## config.mk

```make
export PLATFORM = sky130hd
export DESIGN_NAME = pmt_top
export DESIGN_NICKNAME = d
export VERILOG_FILES = /design/src/pmt_pkg.sv /design/src/pmt_pre_if.sv /design/src/pmt_top.sv /design/src/pmt_prescaler.sv
export SDC_FILE = /design/constraint.sdc
export NUM_CORES = 1
export LEC_CHECK = 0
export BUFFER_PORTS_ARGS = -buffer_cell sky130_fd_sc_hd__buf_2
export CAP_MARGIN = 20
export CORE_AREA = 2 2 76 56
export CTS_BUF_LIST = sky130_fd_sc_hd__clkbuf_4 sky130_fd_sc_hd__clkbuf_8
export CTS_CLUSTER_DIAMETER = 150
export CTS_CLUSTER_SIZE = 28
export DETAILED_ROUTE_END_ITERATION = 12
export DIE_AREA = 0 0 78 58
export HOLD_SLACK_MARGIN = 0.15
export PLACE_DENSITY = 0.82
export SYNTH_ARGS = -nofsm -noshare
export SYNTH_HDL_FRONTEND = slang
export SYNTH_SLANG_ARGS = --single-unit
```

## constraint.sdc

```tcl
create_clock -name clock_in -period 2.3 [get_ports clock_in]
set_input_delay 0.23 -clock clock_in [delete_from_list [all_inputs] [get_ports clock_in]]
set_output_delay 0.23 -clock clock_in [all_outputs]
set_load 0.05 [all_outputs]
```

## src/pmt_pkg.sv

```systemverilog
// Contract
// - Count and period are eight bits wide
// - Oscillator feeds prescaler; each pulse increments count
// - Prescale codes select divide 1, 4, 8, 16
// - Count up; after match next increment loads zero
// - Equality of count and period sets match flag
// - Software reads and writes count and period anytime
// - Reset: count zero, period all ones
// - Timer runs only while on bit is set
// - Count or control write clears prescale counter
// - Control write leaves count unchanged
// - Upper control bits read zero, reset zero
package pmt_pkg;

  localparam int ADDR_W = 4;
  localparam int DATA_W = 8;
  localparam int CTL_W  = 3;
  localparam int PS_W   = 4;

  localparam logic [ADDR_W-1:0] OFF_CONTROL = 4'h0;
  localparam logic [ADDR_W-1:0] OFF_PERIOD  = 4'h1;
  localparam logic [ADDR_W-1:0] OFF_COUNT   = 4'h2;
  localparam logic [ADDR_W-1:0] OFF_STATUS  = 4'h3;
  localparam logic [ADDR_W-1:0] OFF_CLEAR   = 4'h4;
  localparam logic [ADDR_W-1:0] OFF_ENABLE  = 4'h5;

  localparam int CTL_ON_BIT = 2;
  localparam int CTL_PS_LSB = 0;
  localparam int CTL_PS_MSB = 1;
  localparam int MATCH_BIT  = 0;

  localparam logic [DATA_W-1:0] COUNT_RST  = 8'h00;
  localparam logic [DATA_W-1:0] PERIOD_RST = 8'hFF;
  localparam logic [CTL_W-1:0]  CTRL_RST   = 3'h0;
  localparam logic [PS_W-1:0]   PS_RST     = 4'h0;

  typedef enum logic [1:0] {
    PMT_DIV1,
    PMT_DIV4,
    PMT_DIV8,
    PMT_DIV16
  } pmt_ps_t;

  // Divide code decode
  // Terminal value of the prescale counter for each setting
  function automatic logic [PS_W-1:0] pmt_last(input pmt_ps_t sel);
    case (sel)
      PMT_DIV1: pmt_last = 4'h0;
      PMT_DIV4: pmt_last = 4'h3;
      PMT_DIV8: pmt_last = 4'h7;
      default:  pmt_last = 4'hF;
    endcase
  endfunction

endpackage

```

## src/pmt_pre_if.sv

```systemverilog
`timescale 1ns/1ps
interface pmt_pre_if;
  logic                clr;
  logic                run;
  pmt_pkg::pmt_ps_t    sel;
  logic                tick;

  modport ctl (output clr, output run, output sel, input tick);
  modport pre (input clr, input run, input sel, output tick);
endinterface

```

## src/pmt_top.sv

```systemverilog
// The strobed register port and the address map were chosen for this implementation.
`timescale 1ns/1ps
module pmt_top (
  input  wire logic                        clock_in,
  input  wire logic                        rstn_in,
  input  wire logic [pmt_pkg::ADDR_W-1:0]  addr_in,
  input  wire logic [pmt_pkg::DATA_W-1:0]  wdata_in,
  input  wire logic                        wr_in,
  input  wire logic                        rd_in,
  output logic      [pmt_pkg::DATA_W-1:0]  rdata_out,
  output logic                             irq_out
);

  // Register state
  logic [pmt_pkg::DATA_W-1:0] count_r;
  logic [pmt_pkg::DATA_W-1:0] period_r;
  logic [pmt_pkg::CTL_W-1:0]  ctrl_r;
  logic                       status_r;
  logic                       enable_r;
  logic                       irq_r;
  logic [pmt_pkg::DATA_W-1:0] rdata_r;
  logic                       eq_prev_r;
  logic                       tick_prev_r;

  // Next values
  logic [pmt_pkg::DATA_W-1:0] count_nxt;
  logic                       status_nxt;
  logic [pmt_pkg::DATA_W-1:0] rdata_nxt;

  // Decoded strobes
  logic                       wr_ctrl;
  logic                       wr_period;
  logic                       wr_count;
  logic                       wr_clear;
  logic                       wr_enable;

  // Comparator and event
  logic                       eq;
  logic                       match_evt;
  logic                       timer_on;

  pmt_pre_if pre_if ();

  function automatic logic hit(input logic strobe,
                               input logic [pmt_pkg::ADDR_W-1:0] addr,
                               input logic [pmt_pkg::ADDR_W-1:0] offset);
    hit = strobe && (addr == offset);
  endfunction

  assign wr_ctrl   = hit(wr_in, addr_in, pmt_pkg::OFF_CONTROL);
  assign wr_period = hit(wr_in, addr_in, pmt_pkg::OFF_PERIOD);
  assign wr_count  = hit(wr_in, addr_in, pmt_pkg::OFF_COUNT);
  assign wr_clear  = hit(wr_in, addr_in, pmt_pkg::OFF_CLEAR);
  assign wr_enable = hit(wr_in, addr_in, pmt_pkg::OFF_ENABLE);

  assign timer_on = ctrl_r[pmt_pkg::CTL_ON_BIT];

  assign pre_if.clr = wr_ctrl | wr_count;
  assign pre_if.run = timer_on;
  assign pre_if.sel = pmt_pkg::pmt_ps_t'(ctrl_r[pmt_pkg::CTL_PS_MSB:pmt_pkg::CTL_PS_LSB]);

  pmt_prescaler u_pre (
    .clock_in (clock_in),
    .rstn_in  (rstn_in),
    .pre      (pre_if.pre)
  );

  assign eq = (count_r == period_r);

  // Fires once per arrival at the period, and again on every reload
  // when the period is zero, so a steady match does not refire
  assign match_evt = eq && (!eq_prev_r || tick_prev_r);

  always_comb begin
    count_nxt = count_r;
    if (wr_count) begin
      count_nxt = wdata_in;
    end else if (pre_if.tick) begin
      if (eq) begin
        count_nxt = pmt_pkg::COUNT_RST;
      end else begin
        count_nxt = count_r + 8'h01;
      end
    end
  end

  always_ff @(posedge clock_in or negedge rstn_in) begin
    if (!rstn_in) begin
      count_r <= pmt_pkg::COUNT_RST;
    end else begin
      count_r <= count_nxt;
    end
  end

  always_ff @(posedge clock_in or negedge rstn_in) begin
    if (!rstn_in) begin
      period_r <= pmt_pkg::PERIOD_RST;
    end else if (wr_period) begin
      period_r <= wdata_in;
    end
  end

  always_ff @(posedge clock_in or negedge rstn_in) begin
    if (!rstn_in) begin
      ctrl_r <= pmt_pkg::CTRL_RST;
    end else if (wr_ctrl) begin
      ctrl_r <= wdata_in[pmt_pkg::CTL_W-1:0];
    end
  end

  always_ff @(posedge clock_in or negedge rstn_in) begin
    if (!rstn_in) begin
      eq_prev_r   <= 1'b0;
      tick_prev_r <= 1'b0;
    end else begin
      eq_prev_r   <= eq;
      tick_prev_r <= pre_if.tick;
    end
  end

  always_comb begin
    status_nxt = status_r;
    if (wr_clear && wdata_in[pmt_pkg::MATCH_BIT]) begin
      status_nxt = 1'b0;
    end
    if (match_evt) begin
      status_nxt = 1'b1;
    end
  end

  always_ff @(posedge clock_in or negedge rstn_in) begin
    if (!rstn_in) begin
      status_r <= 1'b0;
    end else begin
      status_r <= status_nxt;
    end
  end

  always_ff @(posedge clock_in or negedge rstn_in) begin
    if (!rstn_in) begin
      enable_r <= 1'b0;
    end else if (wr_enable) begin
      enable_r <= wdata_in[pmt_pkg::MATCH_BIT];
    end
  end

  always_ff @(posedge clock_in or negedge rstn_in) begin
    if (!rstn_in) begin
      irq_r <= 1'b0;
    end else begin
      irq_r <= status_r && enable_r;
    end
  end

  always_comb begin
    rdata_nxt = '0;
    case (addr_in)
      pmt_pkg::OFF_CONTROL: begin
        rdata_nxt[pmt_pkg::CTL_W-1:0] = ctrl_r;
      end
      pmt_pkg::OFF_PERIOD: begin
        rdata_nxt = period_r;
      end
      pmt_pkg::OFF_COUNT: begin
        rdata_nxt = count_r;
      end
      pmt_pkg::OFF_STATUS: begin
        rdata_nxt[pmt_pkg::MATCH_BIT] = status_r;
      end
      pmt_pkg::OFF_ENABLE: begin
        rdata_nxt[pmt_pkg::MATCH_BIT] = enable_r;
      end
      default: begin
        rdata_nxt = '0;
      end
    endcase
  end

  // Data stand one cycle only, so stale values never look like answers
  always_ff @(posedge clock_in or negedge rstn_in) begin
    if (!rstn_in) begin
      rdata_r <= '0;
    end else if (rd_in) begin
      rdata_r <= rdata_nxt;
    end else begin
      rdata_r <= '0;
    end
  end

  assign rdata_out = rdata_r;
  assign irq_out   = irq_r;

  logic                       steady4;
  logic                       steady8;
  logic                       steady16;
  logic [pmt_pkg::PS_W-1:0]   gap16_r;

  assign steady4 = timer_on && (pre_if.sel == pmt_pkg::PMT_DIV4) && !pre_if.clr;
  assign steady8 = timer_on && (pre_if.sel == pmt_pkg::PMT_DIV8) && !pre_if.clr;
  assign steady16 = timer_on && (pre_if.sel == pmt_pkg::PMT_DIV16) && !pre_if.clr;

  // Sixteen cycles exceed what a repetition may unroll, so count the gap
  always_ff @(posedge clock_in or negedge rstn_in) begin
    if (!rstn_in) begin
      gap16_r <= '0;
    end else if (!steady16 || pre_if.tick) begin
      gap16_r <= '0;
    end else begin
      gap16_r <= gap16_r + 4'h1;
    end
  end
endmodule

```

## src/pmt_prescaler.sv

```systemverilog
`timescale 1ns/1ps
module pmt_prescaler (
  input  wire logic  clock_in,
  input  wire logic  rstn_in,
  pmt_pre_if.pre     pre
);

  logic [pmt_pkg::PS_W-1:0] cnt_r;
  logic [pmt_pkg::PS_W-1:0] last;
  logic                     at_last;

  assign last    = pmt_pkg::pmt_last(pre.sel);
  // Compare with >= so a smaller divide picked mid-count still wraps
  assign at_last = (cnt_r >= last);

  assign pre.tick = pre.run && !pre.clr && at_last;

  always_ff @(posedge clock_in or negedge rstn_in) begin
    if (!rstn_in) begin
      cnt_r <= pmt_pkg::PS_RST;
    end else if (pre.clr) begin
      cnt_r <= pmt_pkg::PS_RST;
    end else if (pre.run) begin
      if (at_last) begin
        cnt_r <= pmt_pkg::PS_RST;
      end else begin
        cnt_r <= cnt_r + 4'h1;
      end
    end
  end
endmodule

```

==> qor.yml, run 1 <==
clock_latency_ns: 0.29
cts_tree: "yes"
maxSlewViolCount: 0
placed_cells_incl_taps: 267
yosys-top-cells-area: "dfrtp_1 (35%), dfstp_2 (11%), mux2_2 (6.8%)"
initial_utilization_pct: 52.0
area_delta_synth_final_pct: 17.4
cp_slowest_cell: "dfrtp_1"
drt_iter0_drc: 93
critPathMaxFanout: 5
first_pass_iters: 4
p_per_area_nw_per_um2: 1020
finalHoldWorstSlack_ns: 0.170
ys_seq_elements: 36
portBuffers: 24
clkSinkCount: 36
synth_cell_types: 42
yosysSeqAreaShare_pct: 46.0
hold_viol: 0
fin_util_pct: 61.1
grt_usage_pct: 20.8
nNetsFinal: 248
final.min_clock_period_ns: 2.25
cts_root_buffer: "clkbuf_8"
fin_crit_sh_pct: 97.8
die_w_um: 78
dieArea_um2: 4520
crit_chain: "or2_2 -> ha_1 -> nand2b_4 -> a2111oi_4 -> buf_4 -> nor3b_2 -> and3_1 -> a221o_1"
die_y_um: 58
hp-class: "in -> reg"
layout_common_cells: "dfrtp_1 (28), buf_2 (24), nor2_1 (20), nand2_1 (18), mux2_2 (12)"
design.portCount: 25
grt-ovfl-total: 0
p_total_mw: 2.38
syn-cell-area_um2: 1980
reg2reg_to: "count_r[1]"
use_met3_pct: 5.76
use_met2_pct: 31.0
peakVddDrop_mv: 0.482
nFillCells: 314
viasPerCell: 5.60
setup_viol: 0
crit_required_ns: 2.48
outcome: "finished, final reports clean"
slew_headroom_pct: 48.7
cpPeakStageDelay_ns: 0.38
use_met1_pct: 29.2
gp_congestion: 0.837
antenna_found_initial: 0
row_count: 19
antenna_cells: 0
critPathKind: "reg -> reg"
worstMarginPinSlew_ns: 0.770
drcViolationCount: 0
ant_nets: 0
worstSetupEndpointType: "flop"
path_clk_slew_ns: 0.07
grt_max_degree: 37
cts_buffer_depth: 2
vias: 1562
skew_ns: 0.00527
synth_top_area_share_pct: 35.4
busiest_layer: "met2"
place_hpwl_um: 3040
r2r-start: "ctrl_r[1]"
start_kind: "flop"
fin_cells: 279
core_area_um2: 3800
p_leak_nw: 1.10
startpoint: "ctrl_r[1]"
layout-drive-gt1-share_pct: 32.2
synth_nets: 212
wl_per_cell_um: 15.3
yosys.area.top_type: "dfrtp_1"
htree_num_levels: 2
r2r_cells: 8
critPathArrivalTime_ns: 2.43
fmax_mhz: 444
regToRegSetupSlack_ns: 0.05
crit_path_end: "count_r[1]"
numCtsBuffers: 5
synth_cells: 190
final_common_cell: "dfrtp_1"
cap_violations: 0
synth_warnings: 0
grt_pass1_vias: 1507
syn_area_per_cell_um2: 10.4
finalWirelength_um: 4260
grt_first_pass_wirelength_um: 7070
## kinds of logic after synthesis
group / after synthesis / synth area share [%]
and+or+nand+nor: 73 / 20.1
AOI/OAI and AO/OA: 37 / 14.5
DFF: 36 / 46.0
buffers and inverters: 16 / 4.17
muxes: 14 / 7.84
xor gates and xnor gates: 8 / 3.54
adders and majority gates: 6 / 3.79
## how the worst min path moves through the flow
| stage | start | endpoint | slack [ns] | depth (start not counted) |
|---|---|---|---|---|
| after floorplan | rstn_in | count_r[0] | -0.07 | 0 |
| after global placement | rstn_in | u_pre.cnt_r[3] | 0.35 | 1 |
| after detailed placement | rstn_in | u_pre.cnt_r[3] | 0.35 | 1 |
| after CTS | wdata_in[6] | count_r[6] | 0.16 | 3 |
| after global routing | wdata_in[4] | period_r[4] | 0.18 | 2 |
| final | wdata_in[4] | count_r[4] | 0.17 | 3 |
## routing by layer
metal / up-vias / part of all wire [%]
li1: 753 / -
met1: 751 / 48
met2: 51 / 45
met3: 7 / 6.1
met4: 0 / 1.5
met5: - / 0
## where the power goes
part | internal, mW | total (mW) | switching [mW]
sequential | 0.819 | 0.978 | 0.158
clock | 0.239 | 0.464 | 0.225
combinational | 0.448 | 0.939 | 0.491
total | 1.51 | 2.38 | 0.874
## area by class of cell
cell class                 count  area (µm²)  area share, %
multi-input combinational    139        1010           43.4
tap                           52        65.1           2.80
inverter                       8        30.0           1.29
timing repair buffer          36         216           9.31
sequential                    36         911           39.2
clock buffer                   6        82.6           3.55
clock inverter                 2        10.0          0.431
## worst max-delay path, delay by kind of cell (launching register included)
| kind | cells | cell delay [ns] |
|---|---|---|
| DFF | 1 | 0.38 |
| buffers and inverters | 1 | 0.20 |
| and+or+nand+nor | 4 | 0.74 |
| adders and majority gates | 1 | 0.27 |
| AOI/OAI and AO/OA | 2 | 0.54 |
## metrics by stage
step / area, µm² / TNS (ns) / setup slack [ns]
after floorplan: 1980 / 0 / 0.117
after global placement: 2180 / 0 / 0.0817
after detailed placement: 2180 / -0.0163 / -0.0106
after CTS: 2280 / 0 / 0.00641
after global routing: 2320 / -0.0121 / -0.0121
final: 2320 / 0 / 0.0497
## synth_stat cells (all sizes together)
cell type / instances
nand4: 1
xor2: 8
ha: 6
and3b: 1
a31oi: 2
o22ai: 2
a22oi: 6
a211o: 1
mux2: 12
and3: 3
nor3b: 3
nor4: 2
a221o: 1
nor4b: 1
and2: 3
o21a: 1
dfstp: 8
o221ai: 3
a21boi: 2
or2: 1
a21o: 1
a32oi: 5
nand2: 18
a2111oi: 1
mux2i: 2
a21oi: 3
dfrtp: 28
nor2: 20
o21ai: 8
nor3: 3
buf: 8
nor2b: 6
inv: 8
nand2b: 4
nand3: 5
nand3b: 2
a41oi: 1
## what timing repair did
action,CTS,global route
pin swaps,0,2
endpoints found under the setup margin,2,7
resized for setup,1,4
endpoints found under the hold margin,28,0
hold buffers,1,0
gates cloned,0,1
setup buffers,0,2
## registers in the layout (all words and copies together), names as in the netlist
register     count
tick_prev_r      1
u_pre.cnt_r      4
period_r         8
rdata_out        8
irq_out          1
enable_r         1
status_r         1
eq_prev_r        1
count_r          8
ctrl_r           3
(Power assumes the default switching activity.)
==> run 2: changes to the inputs <==
--- a/config.mk
+++ b/config.mk
@@ -16,4 +16,5 @@
 export HOLD_SLACK_MARGIN = 0.15
 export PLACE_DENSITY = 0.82
+export SKIP_CTS_REPAIR_TIMING = 1
 export SYNTH_ARGS = -nofsm -noshare
 export SYNTH_HDL_FRONTEND = slang
==> constraint.sdc (replaced) <==
create_clock -name clock_in -period 2.3 [get_ports clock_in]
set_input_delay 0.345 -clock clock_in [delete_from_list [all_inputs] [get_ports clock_in]]
set_output_delay 0.345 -clock clock_in [all_outputs]
set_load 0.05 [all_outputs]
==> run 2 against run 1 <==
Sequential share of layout area is 0.64 points higher. Maximum frequency up 1.3%. Sequential power rose by 0.6%. Register-to-register slack improved by 0.03 ns. Routed wire length decreased by 2.9%. Setup slack improved by 0.030 ns. Non-clock buffer count shrank 2. Utilization fell by 0.99 points.
==> qor.yml, run 2 (synthesis gave the netlist of run 1 again) <==
antenna_cells: 0  # unchanged
critPathKind: "reg -> reg"  # unchanged
startpoint: "ctrl_r[1]"  # unchanged
cp_slowest_cell: "dfrtp_1"  # unchanged
outcome: "finished, final reports clean"  # unchanged
core_area_um2: 3800  # unchanged
die_w_um: 78  # unchanged
p_per_area_nw_per_um2: 1020  # about the same
skew_ns: 0.00346  # was 0.00527 ns
cap_violations: 0  # unchanged
design_area_um2: 2290  # was 2320 µm²
finalHoldWorstSlack_ns: 0.131  # was 0.170 ns
nFillCells: 318  # was 314
area_delta_synth_final_pct: 15.5  # was 17.4%
grt_first_pass_wirelength_um: 7090  # was 7070 µm
grt_max_degree: 37  # unchanged
worstSetupEndpointType: "flop"  # unchanged
hp-class: "in -> async"  # was in -> reg
grt_usage_pct: 20.9  # was 20.8%
fin_crit_sh_pct: 96.5  # was 97.8%
path_buf_inv: 1  # unchanged
final.min_clock_period_ns: 2.22  # was 2.25 ns
clock_latency_ns: 0.29  # about the same
cpPeakStageDelay_ns: 0.38  # about the same
gp_congestion: 0.834  # was 0.837
vias: 1526  # was 1562
dieArea_um2: 4520  # unchanged
cts_buffer_depth: 2  # unchanged
path_clk_slew_ns: 0.07  # about the same
grt-ovfl-total: 0  # unchanged
numCtsBuffers: 5  # unchanged
slew_headroom_pct: 48.0  # was 48.7%
fmax_mhz: 450  # was 444 MHz
row_count: 19  # unchanged
cpLargestDelayFamily: "compound AO/OA/AOI/OAI gates"  # was simple AND/OR/NAND/NOR gates
finalWirelength_um: 4140  # was 4260 µm
p_leak_nw: 1.09  # was 1.10 nW
layout_common_cells: "dfrtp_1 (28), buf_2 (24), nor2_1 (20), nand2_1 (18), mux2_2 (12)"  # unchanged
portBuffers: 24  # unchanged
place_hpwl_um: 3030  # was 3040 µm
antenna_found_initial: 0  # unchanged
die_y_um: 58  # unchanged
clkSinkCount: 36  # unchanged
crit_required_ns: 2.47  # was 2.48 ns
critPathMaxFanout: 9  # was 5
hold_viol: 0  # unchanged
final_common_cell: "dfrtp_1"  # unchanged
initial_utilization_pct: 52.0  # unchanged
maxSlewViolCount: 0  # unchanged
setup_viol: 0  # unchanged
first_pass_iters: 4  # unchanged
drt_iter0_drc: 77  # was 93
drcViolationCount: 0  # unchanged
multi_input_area_um2: 993  # was 1010 µm²
fin_util_pct: 60.1  # was 61.1%
cts_tree: "yes"  # unchanged
critPathArrivalTime_ns: 2.39  # was 2.43 ns
nNetsFinal: 245  # was 248
cts_root_buffer: "clkbuf_8"  # unchanged
regArea_um2: 911  # unchanged
r2r-start: "ctrl_r[1]"  # unchanged
worstMarginPinSlew_ns: 0.780  # was 0.770 ns
design.portCount: 25  # unchanged
peakVddDrop_mv: 0.515  # was 0.482 mV
htree_num_levels: 2  # unchanged
setup-tns-final_ns: 0  # unchanged
rsz0062_at_grt: "false"
ant_nets: 0  # unchanged
dpl_cell_area_um2: 2180  # unchanged
wl_per_cell_um: 15.0  # was 15.3 µm
start_kind: "flop"  # unchanged
viasPerCell: 5.53  # was 5.60
grt_pass1_vias: 1457  # was 1507
layout-drive-gt1-share_pct: 31.3  # was 32.2%
crit_chain: "or2_2 -> ha_1 -> nand2b_4 -> a2111oi_4 -> nor3b_4 -> buf_4 -> a32oi_1 -> o21ai_0"  # was or2_2 -> ha_1 -> nand2b_4 -> a2111oi_4 -> buf_4 -> nor3b_2 -> and3_1 -> a221o_1
-- run 2: cell count changes in the layout (fill, tap and decap cells not counted) --
cell	change
a21boi_0	+1
a21boi_1	-1
buf_6	-1
dlygate4sd3_1	-1
nor3b_2	-1
o21ai_1	+1
o21ai_2	-1
-- run 2: layer usage --
layer / up-vias / track usage, % / part of all wire (%)
met5: - / 0 / 0
met4: 0 / 11.0 / 2.0
met3: 6 / 5.14 / 5.6
met2: 46 / 28.8 / 43
met1: 733 / 30.4 / 50
li1: 741 / - / -
-- run 2: area by class of cell --
type	count	share of cell area, %
repair buffers	34	8.53
well taps	52	2.84
clock buffers	6	3.61
flip-flops and latches	36	39.8
multi-input cells	138	43.4
clock inverters	2	0.438
inverters	8	1.31
-- run 2: final timing paths --
path | endpoint | slack [ns] | cells past startpoint
min in group clock_in | count_r[4] | 0.29 | 3
hold / removal | u_pre.cnt_r[1] | 0.13 | 1
hold reg to reg | status_r | 0.50 | 2
setup / recovery | count_r[6] | 0.08 | 8
max in group asynchronous | count_r[1] | 1.68 | 1
setup reg to reg | count_r[6] | 0.08 | 8
-- run 2: power by group --
part	internal (mW)	switching, mW	total [mW]
registers	0.819	0.165	0.984
clock network	0.239	0.228	0.467
logic	0.419	0.456	0.875
-- run 2: stage by stage --
| step | worst slack (ns) | std cells | total power, mW |
|---|---|---|---|
| floorplan | 0.117 | 190 | 1.58 |
| global placement | 0.0835 | 267 | 1.79 |
| detailed placement | -0.0391 | 267 | 1.83 |
| CTS | -0.0573 | 275 | 2.30 |
| global route | 0.0247 | 276 | 2.49 |
| finish | 0.0796 | 276 | 2.33 |
-- run 2: worst register-to-register path, cell delays in order, from the launching register on --
cell and delay, ns:
dfrtp_1 0.38, or2_2 0.31, ha_1 0.28, nand2b_4 0.15, a2111oi_4 0.38, nor3b_4 0.12, buf_4 0.18, a32oi_1 0.19
o21ai_0 0.12
==> run 3: changes to the inputs <==
- CORE_AREA: 2 2 76 56 -> 2 2 77 57
- CTS_BUF_LIST: sky130_fd_sc_hd__clkbuf_4 sky130_fd_sc_hd__clkbuf_8 -> unset
- DIE_AREA: 0 0 78 58 -> 0 0 79 59
- PLACE_DENSITY: 0.82 -> 0.8
==> run 3 against run 2 <==
Highest routed layer unchanged. Clock power is 20% higher. Clock-buffer cell count shrank 1. Cell count rose by 0.36%.
==> qor.yml, run 3 (synthesis gave the netlist of run 1 again) <==
portBuffers: 24  # unchanged
skew_ns: 0.00368  # was 0.00346 ns
rsz0062_at_grt: "false"  # unchanged
nNetsFinal: 246  # was 245
design.portCount: 25  # unchanged
viasPerCell: 5.48  # was 5.53
initial_utilization_pct: 51.4  # was 52.0%
final.min_clock_period_ns: 2.25  # was 2.22 ns
outcome: "finished, final reports clean"  # unchanged
fin_cells: 277  # was 276
wl_per_cell_um: 14.8  # was 15.0 µm
worstSetupEndpointType: "flop"  # unchanged
cpLargestDelayFamily: "simple AND/OR/NAND/NOR gates"  # was compound AO/OA/AOI/OAI gates
first_pass_iters: 4  # unchanged
vias: 1517  # was 1526
slew_headroom_pct: 48.5  # was 48.0%
hold_viol: 0  # unchanged
hp-class: "in -> async"  # unchanged
grt_usage_pct: 19.6  # was 20.9%
crit_chain: "or2_2 -> ha_1 -> nand2b_4 -> a2111oi_4 -> buf_4 -> nor3b_2 -> and3_1 -> a221o_1"  # was or2_2 -> ha_1 -> nand2b_4 -> a2111oi_4 -> nor3b_4 -> buf_4 -> a32oi_1 -> o21ai_0
grt_max_degree: 37  # unchanged
cap_violations: 0  # unchanged
die_w_um: 79  # was 78 µm
gp_congestion: 0.820  # was 0.834
drcViolationCount: 0  # unchanged
start_kind: "flop"  # unchanged
layout_common_cells: "dfrtp_1 (28), buf_2 (24), nor2_1 (20), nand2_1 (18), mux2_2 (12)"  # unchanged
path_buf_inv: 1  # unchanged
critPathKind: "reg -> reg"  # unchanged
startpoint: "ctrl_r[1]"  # unchanged
cp.depth: 8  # unchanged
reg2reg_to: "count_r[1]"  # was count_r[6]
fmax_mhz: 445  # was 450 MHz
p_leak_nw: 1.10  # was 1.09 nW
core_area_um2: 3850  # was 3800 µm²
cpPeakStageDelay_ns: 0.38  # about the same
cts_buffer_depth: 2  # unchanged
cts_tree: "yes"  # unchanged
place_hpwl_um: 2960  # was 3030 µm
grt_first_pass_wirelength_um: 6820  # was 7090 µm
r2r_cells: 8  # unchanged
critPathArrivalTime_ns: 2.43  # was 2.39 ns
antenna_cells: 0  # unchanged
maxSlewViolCount: 0  # unchanged
die_y_um: 59  # was 58 µm
setup_viol: 0  # unchanged
r2r-start: "ctrl_r[1]"  # unchanged
drt_iter0_drc: 111  # was 77
final_common_cell: "dfrtp_1"  # unchanged
placed_cells_incl_taps: 267  # unchanged
finalWirelength_um: 4110  # was 4140 µm
p_per_area_nw_per_um2: 1060  # was 1020 nW/µm²
worstMarginPinSlew_ns: 0.772  # was 0.780 ns
critPathMaxFanout: 5  # was 9
peakVddDrop_mv: 0.445  # was 0.515 mV
row_count: 19  # unchanged
path_clk_slew_ns: 0.08  # was 0.07 ns
layout-drive-gt1-share_pct: 32.0  # was 31.3%
fin_crit_sh_pct: 97.8  # was 96.5%
htree_num_levels: 2  # unchanged
clkSinkCount: 36  # unchanged
numCtsBuffers: 5  # unchanged
grt-ovfl-total: 0  # unchanged
cp_slowest_cell: "dfrtp_1"  # unchanged
clock_latency_ns: 0.29  # about the same
ant_nets: 0  # unchanged
setup-tns-final_ns: 0  # unchanged
dieArea_um2: 4660  # was 4520 µm²
crit_required_ns: 2.48  # was 2.47 ns
grt_pass1_vias: 1431  # was 1457
regToRegSetupSlack_ns: 0.05  # was 0.08 ns
cts_root_buffer: "clkbuf_8"  # unchanged
crit_path_end: "count_r[1]"  # was count_r[6]
antenna_found_initial: 0  # unchanged
area_delta_synth_final_pct: 17.5  # was 15.5%
run 3: cell count changes in the layout (fill, tap and decap cells not counted), sizes merged:
cell / before / now
bufinv: 0 / 1
clkbuf: 6 / 5
clkinv: 2 / 1
nor3b: 3 / 4
clkinvlp: 0 / 1
run 3: through the flow:
| step | setup WS [ns] | util (%) | instance area [µm²] | power, mW | hold slack, ns |
|---|---|---|---|---|---|
| final | 0.0507 | 60.4 | 2330 | 2.46 | 0.123 |
| after global routing | 0.0150 | 60.4 | 2330 | 2.62 | 0.192 |
| after CTS | -0.0262 | 59.5 | 2290 | 2.38 | 0.152 |
| after detailed placement | -0.00875 | 56.6 | 2180 | 1.82 | 0.475 |
| after global placement | 0.0848 | 56.6 | 2180 | 1.79 | 0.465 |
| after floorplan | 0.117 | - | 1980 | 1.58 | 0.0494 |
run 3: how the worst min path moves through the flow:
stage	startpoint	endpoint	slack (ns)	cells after the start
after floorplan	rstn_in	count_r[0]	0.05	0
after global placement	rstn_in	u_pre.cnt_r[3]	0.46	1
after detailed placement	rstn_in	u_pre.cnt_r[3]	0.47	1
after CTS	rstn_in	count_r[4]	0.15	1
after global routing	rstn_in	ctrl_r[2]	0.19	1
final	rstn_in	u_pre.cnt_r[3]	0.12	1
run 3: metal layers:
layer | vias up | share of wire [%] | GRT usage, %
li1 | 742 | - | -
met2 | 49 | 42 | 28.5
met4 | 0 | 1.8 | 9.11
met3 | 6 | 6.9 | 4.73
met5 | - | 0 | 0
met1 | 720 | 49 | 28.1
run 3: final cells by class:
class                   instances  area (µm²)
well taps                      52        65.1
clock inverters                 3        42.5
fillers                       323        1530
inverters                       8        30.0
flip-flops and latches         36         911
multi-input cells             139        1010
clock buffers                   5        68.8
repair buffers                 34         199
run 3: power breakdown:
group	internal [mW]	switching, mW
clock network	0.321	0.238
registers	0.819	0.155
logic	0.441	0.486
